`config.mk`:
```
export PLATFORM = sky130hd
export DESIGN_NAME = tac_timer_ch0
export DESIGN_NICKNAME = d
export VERILOG_FILES = /design/src/rtl/tac_pkg.sv /design/src/rtl/tac_bus_track.sv /design/src/rtl/tac_prescale.sv /design/src/rtl/tac_timer_ch0.sv
export VERILOG_INCLUDE_DIRS = /design/src /design/src/rtl
export SDC_FILE = /design/constraint.sdc
export NUM_CORES = 1
export LEC_CHECK = 0
export ABC_CLOCK_PERIOD_IN_PS = 6300
export BUFFER_PORTS_ARGS = -buffer_cell sky130_fd_sc_hd__buf_4
export CORE_MARGIN = 3
export CORE_UTILIZATION = 55
export CTS_BUF_LIST = sky130_fd_sc_hd__clkbuf_16
export DETAILED_ROUTE_END_ITERATION = 8
export PLACE_DENSITY = 0.76
export SETUP_SLACK_MARGIN = 0.2
export SLEW_MARGIN = 40
export SYNTH_ARGS = -nofsm -noshare
export SYNTH_HDL_FRONTEND = slang
export SYNTH_SLANG_ARGS = --single-unit
```
`constraint.sdc`:
```
create_clock -name REF_CLK -period 6.3 [get_ports REF_CLK]
set_clock_uncertainty 0.2 [all_clocks]
set_input_delay 1.26 -clock REF_CLK [delete_from_list [all_inputs] [get_ports REF_CLK]]
set_output_delay 1.26 -clock REF_CLK [all_outputs]
set_load 0.01 [all_outputs]
```
`src/rtl/tac_defs.svh`:
```
// Register offsets, field positions and reset values of the timer channel.
// Assumes it is included by the package users; definitions only.
`ifndef TAC_DEFS_SVH
`define TAC_DEFS_SVH
`define TAC_A_CTRL    8'h00
`define TAC_A_CNT     8'h02
`define TAC_A_CNT_HI  8'h04
`define TAC_A_CNT_LO  8'h05
`define TAC_A_GRA     8'h06
`define TAC_A_GRB     8'h08
`define TAC_A_BUFA    8'h0A
`define TAC_A_STAT    8'h0C
`define TAC_F_RUN     0
`define TAC_F_SYNC    1
`define TAC_F_PWM     2
`define TAC_F_CLR_LO  3
`define TAC_F_CLR_HI  4
`define TAC_F_CAPA    5
`define TAC_F_CAPB    6
`define TAC_F_BUFA    7
`define TAC_F_CMB_LO  8
`define TAC_F_CMB_HI  9
`define TAC_F_CKS_LO  10
`define TAC_F_CKS_HI  11
`define TAC_S_FLAG_A  0
`define TAC_S_FLAG_B  1
`define TAC_S_WRAP    2
`define TAC_CTRL_RST  16'h0000
`define TAC_CNT_RST   16'h0000
`define TAC_GR_RST    16'hFFFF
`define TAC_CNT_MAX   16'hFFFF
`endif

```
`src/rtl/tac_pkg.sv`:
```
// Types shared by the timer channel modules.
// Assumes nothing of its surroundings.
package tac_pkg;
  typedef enum logic [1:0] {
    TAC_ACC_NONE = 2'b00,
    TAC_ACC_RD   = 2'b01,
    TAC_ACC_WR   = 2'b10
  } tac_acc_t;
  typedef enum logic [1:0] {
    TAC_CMB_NORMAL = 2'b00,
    TAC_CMB_ALT    = 2'b01,
    TAC_CMB_COMP   = 2'b10,
    TAC_CMB_RSYNC  = 2'b11
  } tac_cmb_t;
endpackage

```
`src/rtl/tac_bus_track.sv`:
```
// Tracks the state of each bus access to the timer registers.
// Assumes strobes on the same clock, one cycle long; the strobe cycle is
// the second state of an access and the following cycle its third.
`timescale 1ns/1ps
module tac_bus_track import tac_pkg::*; (
  input  wire logic        clk,
  input  wire logic        rst,
  input  wire logic        wr,
  input  wire logic        rd,
  input  wire logic [7:0]  addr,
  input  wire logic [15:0] wdata,
  output tac_acc_t         t3_kind,
  output logic      [7:0]  t3_addr,
  output logic      [15:0] t3_wdata
);
  tac_acc_t    kind_nxt;
  logic [7:0]  addr_nxt;
  logic [15:0] wdata_nxt;

  always_comb begin
    kind_nxt  = wr ? TAC_ACC_WR : (rd ? TAC_ACC_RD : TAC_ACC_NONE);
    addr_nxt  = addr;
    wdata_nxt = wdata;
  end

  always_ff @(posedge clk) begin
    if (rst) begin
      t3_kind  <= TAC_ACC_NONE;
      t3_addr  <= 8'h00;
      t3_wdata <= 16'h0000;
    end else begin
      t3_kind  <= kind_nxt;
      t3_addr  <= addr_nxt;
      t3_wdata <= wdata_nxt;
    end
  end
endmodule

```
`src/rtl/tac_prescale.sv`:
```
// Counter input clock divider: a one-cycle increment pulse every
// 1, 2, 4 or 8 clocks while the channel runs.
// Assumes the run and select levels come from logic on the same clock.
`timescale 1ns/1ps
module tac_prescale #(
  parameter int DIV_W = 3
) (
  input  wire logic       clk,
  input  wire logic       rst,
  input  wire logic       run,
  input  wire logic [1:0] sel,
  output logic            inc
);
  logic [DIV_W-1:0] div_r;
  logic [DIV_W-1:0] div_nxt;
  logic [DIV_W-1:0] mask;
  logic             inc_nxt;

  always_comb begin
    mask    = DIV_W'((1 << sel) - 1);
    div_nxt = run ? div_r + DIV_W'(1) : '0;
    inc_nxt = run && ((div_r & mask) == mask);
  end

  always_ff @(posedge clk) begin
    if (rst) begin
      div_r <= '0;
      inc   <= 1'b0;
    end else begin
      div_r <= div_nxt;
      inc   <= inc_nxt;
    end
  end
endmodule

```
`src/rtl/tac_timer_ch0.sv`:
```
// Channel 0 of a 16-bit timer: counter, two general registers, buffer A,
// and the arbitration between bus accesses and timer events.
// Assumes a same-clock bus master; capture pins are asynchronous; the
// synchronized-channel ports connect to sibling channels on REF_CLK.
`timescale 1ns/1ps
`include "tac_defs.svh"
module tac_timer_ch0 import tac_pkg::*; (
  input  wire logic        REF_CLK,
  input  wire logic        SYS_RST,
  input  wire logic [7:0]  BUS_ADDR,
  input  wire logic [15:0] BUS_WDATA,
  input  wire logic        BUS_WR,
  input  wire logic        BUS_RD,
  output logic      [15:0] BUS_RDATA,
  input  wire logic        CAPT_A_PIN,
  input  wire logic        CAPT_B_PIN,
  input  wire logic        SYNC_LOAD_IN,
  input  wire logic [15:0] SYNC_VALUE_IN,
  input  wire logic        SYNC_CLEAR_IN,
  output logic             SYNC_LOAD_OUT,
  output logic      [15:0] SYNC_VALUE_OUT,
  output logic             SYNC_CLEAR_OUT,
  output logic             MATCH_A_OUT,
  output logic      [2:0]  STATUS_FLAGS,
  output logic      [1:0]  COMB_MODE_OUT
);
  tac_acc_t    t3_kind;
  logic [7:0]  t3_addr;
  logic [15:0] t3_wdata;
  logic        inc;
  logic [15:0] cnt_r, cnt_nxt, gra_r, gra_nxt, grb_r, grb_nxt;
  logic [15:0] bufa_r, bufa_nxt, ctrl_r, ctrl_nxt, rdata_r, rdata_nxt;
  logic [15:0] svo_r, svo_nxt, wr_val;
  logic [2:0]  flag_r, flag_nxt, sa_r, sa_nxt, sb_r, sb_nxt;
  logic        sload_r, sload_nxt, sclr_r, sclr_nxt, outa_r, outa_nxt;
  tac_cmb_t    cmb_r, cmb_nxt;
  logic        wr3, wr_cnt3, byte2, byte3, wr_gra3, wr_grb3, wr_bufa3;
  logic        wr_ctrl3, wr_stat3, pwm, sync_sel, inc_ok, edge_a, edge_b;
  logic        oc_a, oc_b, mat_a_raw, mat_b_raw, mat_a, mat_b, cap_a, cap_b;
  logic        clr_cap, clr_own, clr, wrap_set;
  logic [1:0]  clr_src;

  tac_bus_track u_track (
    .clk      (REF_CLK),
    .rst      (SYS_RST),
    .wr       (BUS_WR),
    .rd       (BUS_RD),
    .addr     (BUS_ADDR),
    .wdata    (BUS_WDATA),
    .t3_kind  (t3_kind),
    .t3_addr  (t3_addr),
    .t3_wdata (t3_wdata)
  );

  tac_prescale #(.DIV_W(3)) u_pre (
    .clk (REF_CLK),
    .rst (SYS_RST),
    .run (ctrl_r[`TAC_F_RUN]),
    .sel (ctrl_r[`TAC_F_CKS_HI:`TAC_F_CKS_LO]),
    .inc (inc)
  );

  // ----------------------------------------------------------------------
  // Access and event decode
  // ----------------------------------------------------------------------
  assign wr3      = (t3_kind == TAC_ACC_WR);
  assign byte3    = wr3 && (t3_addr == `TAC_A_CNT_HI || t3_addr == `TAC_A_CNT_LO);
  assign byte2    = BUS_WR && (BUS_ADDR == `TAC_A_CNT_HI || BUS_ADDR == `TAC_A_CNT_LO);
  assign wr_cnt3  = byte3 || (wr3 && t3_addr == `TAC_A_CNT);
  assign wr_gra3  = wr3 && t3_addr == `TAC_A_GRA;
  assign wr_grb3  = wr3 && t3_addr == `TAC_A_GRB;
  assign wr_bufa3 = wr3 && t3_addr == `TAC_A_BUFA;
  assign wr_ctrl3 = wr3 && t3_addr == `TAC_A_CTRL;
  assign wr_stat3 = wr3 && t3_addr == `TAC_A_STAT;
  assign pwm      = ctrl_r[`TAC_F_PWM];
  assign sync_sel = ctrl_r[`TAC_F_SYNC];
  assign clr_src  = {ctrl_r[`TAC_F_CLR_HI], ctrl_r[`TAC_F_CLR_LO]};
  assign edge_a   = sa_r[1] && !sa_r[2];
  assign edge_b   = sb_r[1] && !sb_r[2];
  // A byte write holds off counting in both its second and third state.
  assign inc_ok   = inc && !byte2 && !byte3;
  assign oc_a     = pwm || !ctrl_r[`TAC_F_CAPA];
  assign oc_b     = pwm || !ctrl_r[`TAC_F_CAPB];
  // Match fires on the increment that leaves the matching count.
  assign mat_a_raw = oc_a && inc_ok && cnt_r == gra_r && !wr_gra3;
  assign mat_b_raw = oc_b && inc_ok && cnt_r == grb_r && !wr_grb3;
  assign mat_a    = mat_a_raw && !(pwm && mat_b_raw);
  assign mat_b    = mat_b_raw && !(pwm && mat_a_raw);
  assign cap_a    = !pwm && ctrl_r[`TAC_F_CAPA] && edge_a;
  assign cap_b    = !pwm && ctrl_r[`TAC_F_CAPB] && edge_b;
  assign clr_cap  = (clr_src == 2'h1 && cap_a) || (clr_src == 2'h2 && cap_b);
  assign clr_own  = clr_cap || (clr_src == 2'h1 && mat_a) || (clr_src == 2'h2 && mat_b);
  assign clr      = clr_own || (clr_src == 2'h3 && sync_sel && SYNC_CLEAR_IN);
  assign wrap_set = inc_ok && cnt_r == `TAC_CNT_MAX && !clr_cap;

  always_comb begin
    wr_val = t3_wdata;
    if (t3_addr == `TAC_A_CNT_HI) begin
      wr_val = {t3_wdata[7:0], cnt_r[7:0]};
    end else if (t3_addr == `TAC_A_CNT_LO) begin
      wr_val = {cnt_r[15:8], t3_wdata[7:0]};
    end
  end

  // ----------------------------------------------------------------------
  // Next state
  // ----------------------------------------------------------------------
  always_comb begin
    cnt_nxt = cnt_r;
    if (clr) begin
      cnt_nxt = `TAC_CNT_RST;
    end else if (sync_sel && SYNC_LOAD_IN) begin
      cnt_nxt = SYNC_VALUE_IN;
    end else if (wr_cnt3) begin
      cnt_nxt = wr_val;
    end else if (inc_ok) begin
      cnt_nxt = cnt_r + 16'h0001;
    end
    gra_nxt = gra_r;
    if (cap_a) begin
      gra_nxt = cnt_r;
    end else if (wr_gra3) begin
      gra_nxt = t3_wdata;
    end else if (mat_a && ctrl_r[`TAC_F_BUFA]) begin
      gra_nxt = bufa_r;
    end
    grb_nxt = cap_b ? cnt_r : (wr_grb3 ? t3_wdata : grb_r);
    bufa_nxt = bufa_r;
    if (cap_a && ctrl_r[`TAC_F_BUFA]) begin
      bufa_nxt = gra_r;
    end else if (wr_bufa3) begin
      bufa_nxt = t3_wdata;
    end
    ctrl_nxt = wr_ctrl3 ? t3_wdata : ctrl_r;
    // Writing zero clears a flag; an event in the same cycle wins.
    flag_nxt = (wr_stat3 ? (flag_r & t3_wdata[2:0]) : flag_r)
             | {wrap_set, mat_b || cap_b, mat_a || cap_a};
    // Only the complementary and reset-synchronized codes leave normal mode.
    cmb_nxt = tac_cmb_t'(ctrl_r[`TAC_F_CMB_HI:`TAC_F_CMB_LO]);
    if (cmb_nxt == TAC_CMB_ALT) begin
      cmb_nxt = TAC_CMB_NORMAL;
    end
    sload_nxt = sync_sel && wr_cnt3 && !clr;
    svo_nxt   = wr_val;
    sclr_nxt  = sync_sel && clr_own;
    outa_nxt  = outa_r ^ mat_a;
    sa_nxt    = {sa_r[1], sa_r[0], CAPT_A_PIN};
    sb_nxt    = {sb_r[1], sb_r[0], CAPT_B_PIN};
    // Read data are taken in the strobe cycle, before any third-state capture.
    rdata_nxt = 16'h0000;
    if (BUS_RD) begin
      case (BUS_ADDR)
        `TAC_A_CTRL:   rdata_nxt = ctrl_r;
        `TAC_A_CNT:    rdata_nxt = cnt_r;
        `TAC_A_CNT_HI: rdata_nxt = {8'h00, cnt_r[15:8]};
        `TAC_A_CNT_LO: rdata_nxt = {8'h00, cnt_r[7:0]};
        `TAC_A_GRA:    rdata_nxt = gra_r;
        `TAC_A_GRB:    rdata_nxt = grb_r;
        `TAC_A_BUFA:   rdata_nxt = bufa_r;
        `TAC_A_STAT:   rdata_nxt = {13'h0000, flag_r};
        default:       rdata_nxt = 16'h0000;
      endcase
    end
  end

  // ----------------------------------------------------------------------
  // State registers
  // ----------------------------------------------------------------------
  always_ff @(posedge REF_CLK) begin
    if (SYS_RST) begin
      cnt_r   <= `TAC_CNT_RST;
      gra_r   <= `TAC_GR_RST;
      grb_r   <= `TAC_GR_RST;
      bufa_r  <= `TAC_GR_RST;
      ctrl_r  <= `TAC_CTRL_RST;
      flag_r  <= 3'h0;
      cmb_r   <= TAC_CMB_NORMAL;
      sload_r <= 1'b0;
      svo_r   <= 16'h0000;
      sclr_r  <= 1'b0;
      outa_r  <= 1'b0;
      sa_r    <= 3'h0;
      sb_r    <= 3'h0;
      rdata_r <= 16'h0000;
    end else begin
      cnt_r   <= cnt_nxt;
      gra_r   <= gra_nxt;
      grb_r   <= grb_nxt;
      bufa_r  <= bufa_nxt;
      ctrl_r  <= ctrl_nxt;
      flag_r  <= flag_nxt;
      cmb_r   <= cmb_nxt;
      sload_r <= sload_nxt;
      svo_r   <= svo_nxt;
      sclr_r  <= sclr_nxt;
      outa_r  <= outa_nxt;
      sa_r    <= sa_nxt;
      sb_r    <= sb_nxt;
      rdata_r <= rdata_nxt;
    end
  end

  assign BUS_RDATA      = rdata_r;
  assign SYNC_LOAD_OUT  = sload_r;
  assign SYNC_VALUE_OUT = svo_r;
  assign SYNC_CLEAR_OUT = sclr_r;
  assign MATCH_A_OUT    = outa_r;
  assign STATUS_FLAGS   = flag_r;
  assign COMB_MODE_OUT  = cmb_r;
endmodule

```
## Word-level counts from Yosys, hierarchy flattened

Cells that the tools add are included.

| word-level totals | value |
|---|---|
| bits in registers | 156 |
| bits of input ports | 48 |
| output and inout bits | 40 |
| logic and storage cells | 145 |

| cells by class | value |
|---|---|
| $add $sub $neg | 3 |
| equality and inequality tests | 23 |
| shift-type cells | 1 |
| mux-type cells | 16 |
| bitwise operators | 6 |
| reductions and logical operators | 76 |

Operators with widths:

| kind | number |
|---|---|
| $mux 16 | 12 |
| $pmux 16 s8 | 1 |
| $eq 8x3->1 const B | 6 |
| $eq 8x4->1 const B | 6 |
| $logic_and 1x1->1 | 41 |
| $eq 16x16->1 | 2 |
| $add 16x1->16 const B | 1 |
| $eq 16x16->1 const B | 1 |
| $eq 8x2->1 const B | 2 |
| $logic_not 8->1 | 2 |
| $logic_not 1->1 | 13 |
| $logic_or 1x1->1 | 11 |
| $reduce_or 2->1 | 5 |
| $and 3x3->3 | 2 |
| $eq 2x2->1 const B | 3 |
| $reduce_bool 3->1 | 2 |
| $eq 2x1->1 const B | 2 |
| $reduce_bool 2->1 | 2 |
| $add 3x1->3 const B | 1 |
| $eq 3x3->1 | 1 |
| $mux 3 | 1 |
| $or 3x3->3 | 1 |
| $shl 1x2->3 const A | 1 |
| $sub 3x2->3 const B | 1 |
| 4 further kinds | 5 |

## Depth between registers and ports, before layout

| depth | value |
|---|---|
| depth in word-level cells | 18 |
| mapped depth | 9 |
| mapped depth without buffers | 7 |

## Modules after synthesis

A second synthesis with hierarchy kept.

| second synthesis, totals | value |
|---|---|
| cell total of the unflattened synthesis | 970 |
| area, all modules | 7,962.6 um^2 |

Modules (own cells, without submodules):

| module | times used | cells each | area each (um^2) |
|---|---|---|---|
| tac_timer_ch0 | 1 | 900 | 7,103.1 |
| tac_bus_track | 1 | 54 | 713.2 |
| tac_prescale | 1 | 16 | 146.4 |

## Worst setup path after synthesis

No wires, ideal clock.

| timing | value |
|---|---|
| kind | input to register |
| from | input BUS_ADDR[5] |
| to | register rdata_r[2], in the netlist BUS_RDATA[2] |
| data arrival time | 3,017 ps |
| slack | 3,008 ps |
| cell stages on the path | 7 |
| path through | or4_1 buf_2 or3_1 nor3_2 buf_4 a22oi_1 a31oi_1 |

| on the way | value |
|---|---|
| word-level cells in the longest chain between the ends | 2 |
| elaborated cells on any way between the ends | 9 |
| those cells by class | eq/ne (7); mux (1); reduce/logical (1) |

Ends and longest elaborated chain:

| what | RTL line | source |
|---|---|---|
| start: declaration | tac_timer_ch0.sv:10 | `input wire logic [7:0] BUS_ADDR,` |
| $eq 8x4->1 (tied with other cells) | tac_timer_ch0.sv:152 | `case (BUS_ADDR)` |
| $pmux 16 s8 * | tac_timer_ch0.sv:152 |  |
| end signal: assignment | tac_timer_ch0.sv:199 | `rdata_r <= rdata_nxt;` |
| end: declaration | tac_timer_ch0.sv:32 | `logic [15:0] bufa_r, bufa_nxt, ctrl_r, ctrl_nxt, rdata_r, rdata_nxt;` |

Mark *: on every way between the ends. The rest lies on a longest branch, timed or not.
A chain may end at the register's enable or synchronous reset.

## Worst setup path after layout

| timing | value |
|---|---|
| from | input BUS_ADDR[4] |
| to | register gra_r[15] |

| on the way | value |
|---|---|
| word-level cells in the longest chain between the ends | 14 |
| elaborated cells on any way between the ends | 18 |
| those cells by class | eq/ne (2); reduce/logical (16) |

Ends and longest elaborated chain:

| what | RTL line | source |
|---|---|---|
| $eq 8x3->1 | n/a |  |
| $logic_or 1x1->1 (no line) * | n/a |  |
| $logic_and 1x1->1 * | tac_timer_ch0.sv:68 | `` assign byte2 = BUS_WR && (BUS_ADDR == `TAC_A_CNT_HI \|\| BUS_ADDR == `TAC_A_CNT_LO); `` |
| $logic_not 1->1 * | tac_timer_ch0.sv:81 | `assign inc_ok = inc && !byte2 && !byte3;` |
| $logic_and 1x1->1 * (2 in series) | tac_timer_ch0.sv:81 |  |
| $logic_and 1x1->1 (3 in series) | tac_timer_ch0.sv:86 | `assign mat_b_raw = oc_b && inc_ok && cnt_r == grb_r && !wr_grb3;` |
| $logic_and 1x1->1 | tac_timer_ch0.sv:87 | `assign mat_a = mat_a_raw && !(pwm && mat_b_raw);` |
| $logic_not 1->1 | tac_timer_ch0.sv:87 |  |
| $logic_and 1x1->1 * | tac_timer_ch0.sv:87 |  |
| $logic_and 1x1->1 * | tac_timer_ch0.sv:124 | `` end else if (mat_a && ctrl_r[`TAC_F_BUFA]) begin `` |
| $reduce_bool 3->1 (no line) * | n/a |  |
| end signal: assignment | tac_timer_ch0.sv:172 | `` gra_r <= `TAC_GR_RST; `` |
| end signal: assignment | tac_timer_ch0.sv:187 | `gra_r <= gra_nxt;` |
| end: declaration | tac_timer_ch0.sv:31 | `logic [15:0] cnt_r, cnt_nxt, gra_r, gra_nxt, grb_r, grb_nxt;` |

Marks and branches as above.

==> out/metrics.yaml <==
synthesis:
  ys_ff_latch: 156
  syn_area_sq_um: 7950
  yosys_warnings: 0
  syn_area_per_cell_sq_um: 8.67
  synth_flop_cell: "dfxtp_1"
  yosysSeqAreaShare_pct: 39.3
  syn-num-nets: 967
  synthDistinctLibCells: 77
  synth_edf_count: 0
  syn_inst: 917
  synthArstFlopShare_pct: 0
pwr:
  switching_share_pct: 23.3
  p_per_area_nw_per_um2: 240
  pwr-share-clk_pct: 46.5
  p_seq_share_pct: 47.6
  switchingPower_uw: 512
  combPwrFrac_pct: 5.9
  p_int_mw: 1.68
  total_leakage_power_nw: 3.82
  ir_worst_vdd_mv: 0.185
detailed_routing:
  ant_nets: 0
  via_count: 7484
  avgViaCountPerCell: 6.48
  drt_iter0_drc: 959
  wl_per_cell_um: 21.0
  drt-total-wl_mm: 24.3
  drt_drc_violations_left: 0
  firstDrtPassIters: 8
clock_tree:
  cts_htree_levels: 4
  clock_latency_ns: 0.43
  clockBufferDepth: 2
  postCtsHoldBufs: 0
  clock-sinks: 156
  cts_tree: "yes"
  cts_root_buffer: "clkbuf_16"
  cts_setup_buffers: 0
  cts_resized: 0
  numCtsBuffers: 17
  clk_pin_slew_ns: 0.06
grt:
  grt_max_degree: 71
  grtUsageMet2_pct: 44.9
  grt-busiest-layer: "met2"
  grt_first_pass_wirelength_mm: 38.2
  grt_antenna_before_repair: 0
  track_usage_pct: 30.2
  grt_pass1_vias: 6912
  overflow: 0
  use_met3_pct: 9.03
  grtUsageMet1_pct: 40.6
sta:
  hold_viol_final: 0
  rsz0062_at_grt: "false"
  period_share_pct: 61.1
  setup_violations: 0
  maxSlewHeadroom_pct: 41.7
  worstMarginPinSlew_ns: 0.875
  tns_ns: 0
  fmaxAchievable_mhz: 260
  drv_slew: 0
  fin_crit_ns: 3.85
finish:
  diodes: 0
  layout.cells.non_filler: 1155
  layout-drive-gt1-share_pct: 17.1
  layout.nets: 1012
  fin_area_sq_um: 9160
  nFillCells: 1166
  area_growth_pct: 15.2
setup_path:
  crit_path_top_delay_cell: "nor4_1"
  required_ns: 6.37
  cp-start-kind: "primary input"
  path_max_fanout: 16
  worstPathArrival_ns: 3.92
  critPathKind: "primary input to register"
  crit_chain: "buf_4 > or4_1 > o21a_1 > o21ai_0 > nor4_1 > and3_2 > o221ai_1"
  cp-end-kind: "register"
  critPathMaxStageDelay_ns: 0.65
placed_design:
  place_inst: 1123
  finalWeightedCongestion: 0.945
  port_buffers: 87
  dp_hpwl_mm: 16.1
  placed_area_sq_um: 8560
floorplanning:
  fp.dieH_um: 126
  num_rows: 43
  coreArea_sq_um: 14000
  ios: 88
  die_area_sq_um: 15900
  die_x_um: 126
  start_util_pct: 56.8
run:
  cap_viol_max_count: 0
worst_hold_path:
  hp-class: "register to register"
status:
  status: "finished clean"
[path summary, 6_finish.rpt]
| path | slack, ns | to | from | depth (start not counted) |
|---|---|---|---|---|
| worst max-delay path | 2.45 | gra_r[15] | BUS_ADDR[4] | 7 |
| worst min-delay path | 0.25 | sb_r[1] | sb_r[0] | 1 |
| worst max register to register | 2.79 | gra_r[15] | u_track.t3_addr[0] | 7 |
| worst min register to register | 0.25 | sb_r[1] | sb_r[0] | 1 |
[Yosys cell counts (3+ instances only)]
library cell	number	area, sq um
a222oi_1	15	150
o2111ai_1	3	26.3
and2_1	5	31.3
a21oi_1	44	220
o21a_1	3	22.5
dfxtp_1	156	3120
a21o_1	3	22.5
o31ai_1	3	22.5
a221oi_1	6	52.6
buf_6	11	124
a22oi_1	17	128
xnor2_1	16	140
xor2_1	21	184
and3_1	5	31.3
nand2_1	124	465
mux2_2	7	78.8
nand2b_1	5	31.3
nor4_1	12	75.1
or3_1	3	18.8
o221ai_1	8	70.1
nand3b_1	3	22.5
nor2b_1	38	238
o221ai_2	10	150
nor3b_1	5	37.5
buf_2	11	55.1
a31oi_1	12	75.1
o211ai_1	3	22.5
a311oi_1	3	26.3
nand4_1	13	81.3
nor3_1	23	115
mux2i_1	63	631
inv_1	6	22.5
o21ai_0	56	280
nand3_1	47	235
and4_1	7	61.3
nor2_1	51	191
clkbuf_1	45	169
buf_4	4	30.0
a211oi_1	3	22.5
o22ai_1	3	18.8
[area by class of cell]
| cell class | instances | area, sq um | share of cell area (%) |
|---|---|---|---|
| Clock buffer | 17 | 425 | 4.65 |
| Clock inverter | 15 | 155 | 1.69 |
| Inverter | 7 | 26.3 | 0.287 |
| Multi-Input combinational cell | 676 | 4420 | 48.3 |
| Sequential cell | 156 | 3120 | 34.1 |
| Tap cell | 180 | 225 | 2.46 |
| Timing Repair Buffer | 104 | 782 | 8.54 |
[cells in the final DEF, fill, tap and decap left out, types with 4 or more instances in the layout]
| cell | instances |
|---|---|
| nand4_1 | 13 |
| nand2b_1 | 5 |
| a31oi_1 | 12 |
| nor2b_1 | 38 |
| nor2_1 | 51 |
| clkinv_1 | 5 |
| a221oi_1 | 6 |
| o221ai_2 | 10 |
| o221ai_1 | 8 |
| nand3_1 | 46 |
| nand2_1 | 123 |
| nor3_1 | 22 |
| o21ai_0 | 56 |
| and4_1 | 7 |
| inv_1 | 8 |
| xnor2_1 | 16 |
| and2_1 | 5 |
| a21oi_1 | 44 |
| clkbuf_16 | 17 |
| buf_4 | 102 |
| mux2_2 | 7 |
| mux2i_1 | 63 |
| and3_1 | 4 |
| a22oi_1 | 17 |
| a222oi_1 | 15 |
| nor4_4 | 5 |
| nor3b_1 | 5 |
| xor2_1 | 21 |
| nor4_1 | 9 |
| dfxtp_1 | 156 |
[routing by layer]
| metal | wire length, um | vias to the layer above |
|---|---|---|
| met2 | 10600 | 482 |
| met1 | 9900 | 3495 |
| met4 | 1110 | 0 |
| met5 | 0 | - |
| met3 | 2730 | 85 |
| li1 | - | 3422 |
[critical path: cells and delay by family]
family,cells,cell delay [ns]
AO/OA/AOI/OAI,3,0.90
buffers and inverters,1,0.08
AND/OR/NAND/NOR,3,1.67
[through the flow]
stage,setup slack [ns],power [mW],utilization (%),hold slack [ns]
2_1_floorplan,3.01,1.13,-,0.214
3_3_place_gp,1.93,1.19,60.9,0.223
3_5_place_dp,1.77,1.19,61.2,0.240
4_1_cts,2.19,2.20,65.3,0.257
5_1_grt,2.11,2.26,65.5,0.271
6_report,2.45,2.20,65.5,0.252
[state kept, by name, summed over array words and instances (netlist names)]
register,cells
bufa_r,16
MATCH_A_OUT,1
SYNC_CLEAR_OUT,1
gra_r,16
u_track.t3_wdata,16
sb_r,3
sa_r,3
grb_r,16
BUS_RDATA,16
SYNC_LOAD_OUT,1
u_pre.inc,1
COMB_MODE_OUT,2
ctrl_r,16
u_track.t3_addr,8
u_pre.div_r,3
cnt_r,16
SYNC_VALUE_OUT,16
STATUS_FLAGS,3
u_track.t3_kind,2
[kinds of logic (layout without fill, tap and decap cells)]
| family | Yosys count | in the layout | share of synthesized area, % |
|---|---|---|---|
| compound gates | 209 | 209 | 18.5 |
| flops | 156 | 156 | 39.3 |
| buf+inv | 85 | 143 | 5.90 |
| xor+xnor | 38 | 38 | 4.28 |
| simple gates | 357 | 357 | 22.8 |
| fa+ha+maj | 2 | 2 | 0.315 |
| mux | 70 | 70 | 8.93 |
[power groups by stage]
stage | sequential, mW | combinational, mW | clock (mW)
floorplan | 1.05 | 0.0858 | 0
global placement | 1.07 | 0.123 | 0
detailed placement | 1.07 | 0.126 | 0
CTS | 1.04 | 0.127 | 1.03
global route | 1.05 | 0.141 | 1.07
finish | 1.05 | 0.129 | 1.02
(Power assumes the default switching activity.)
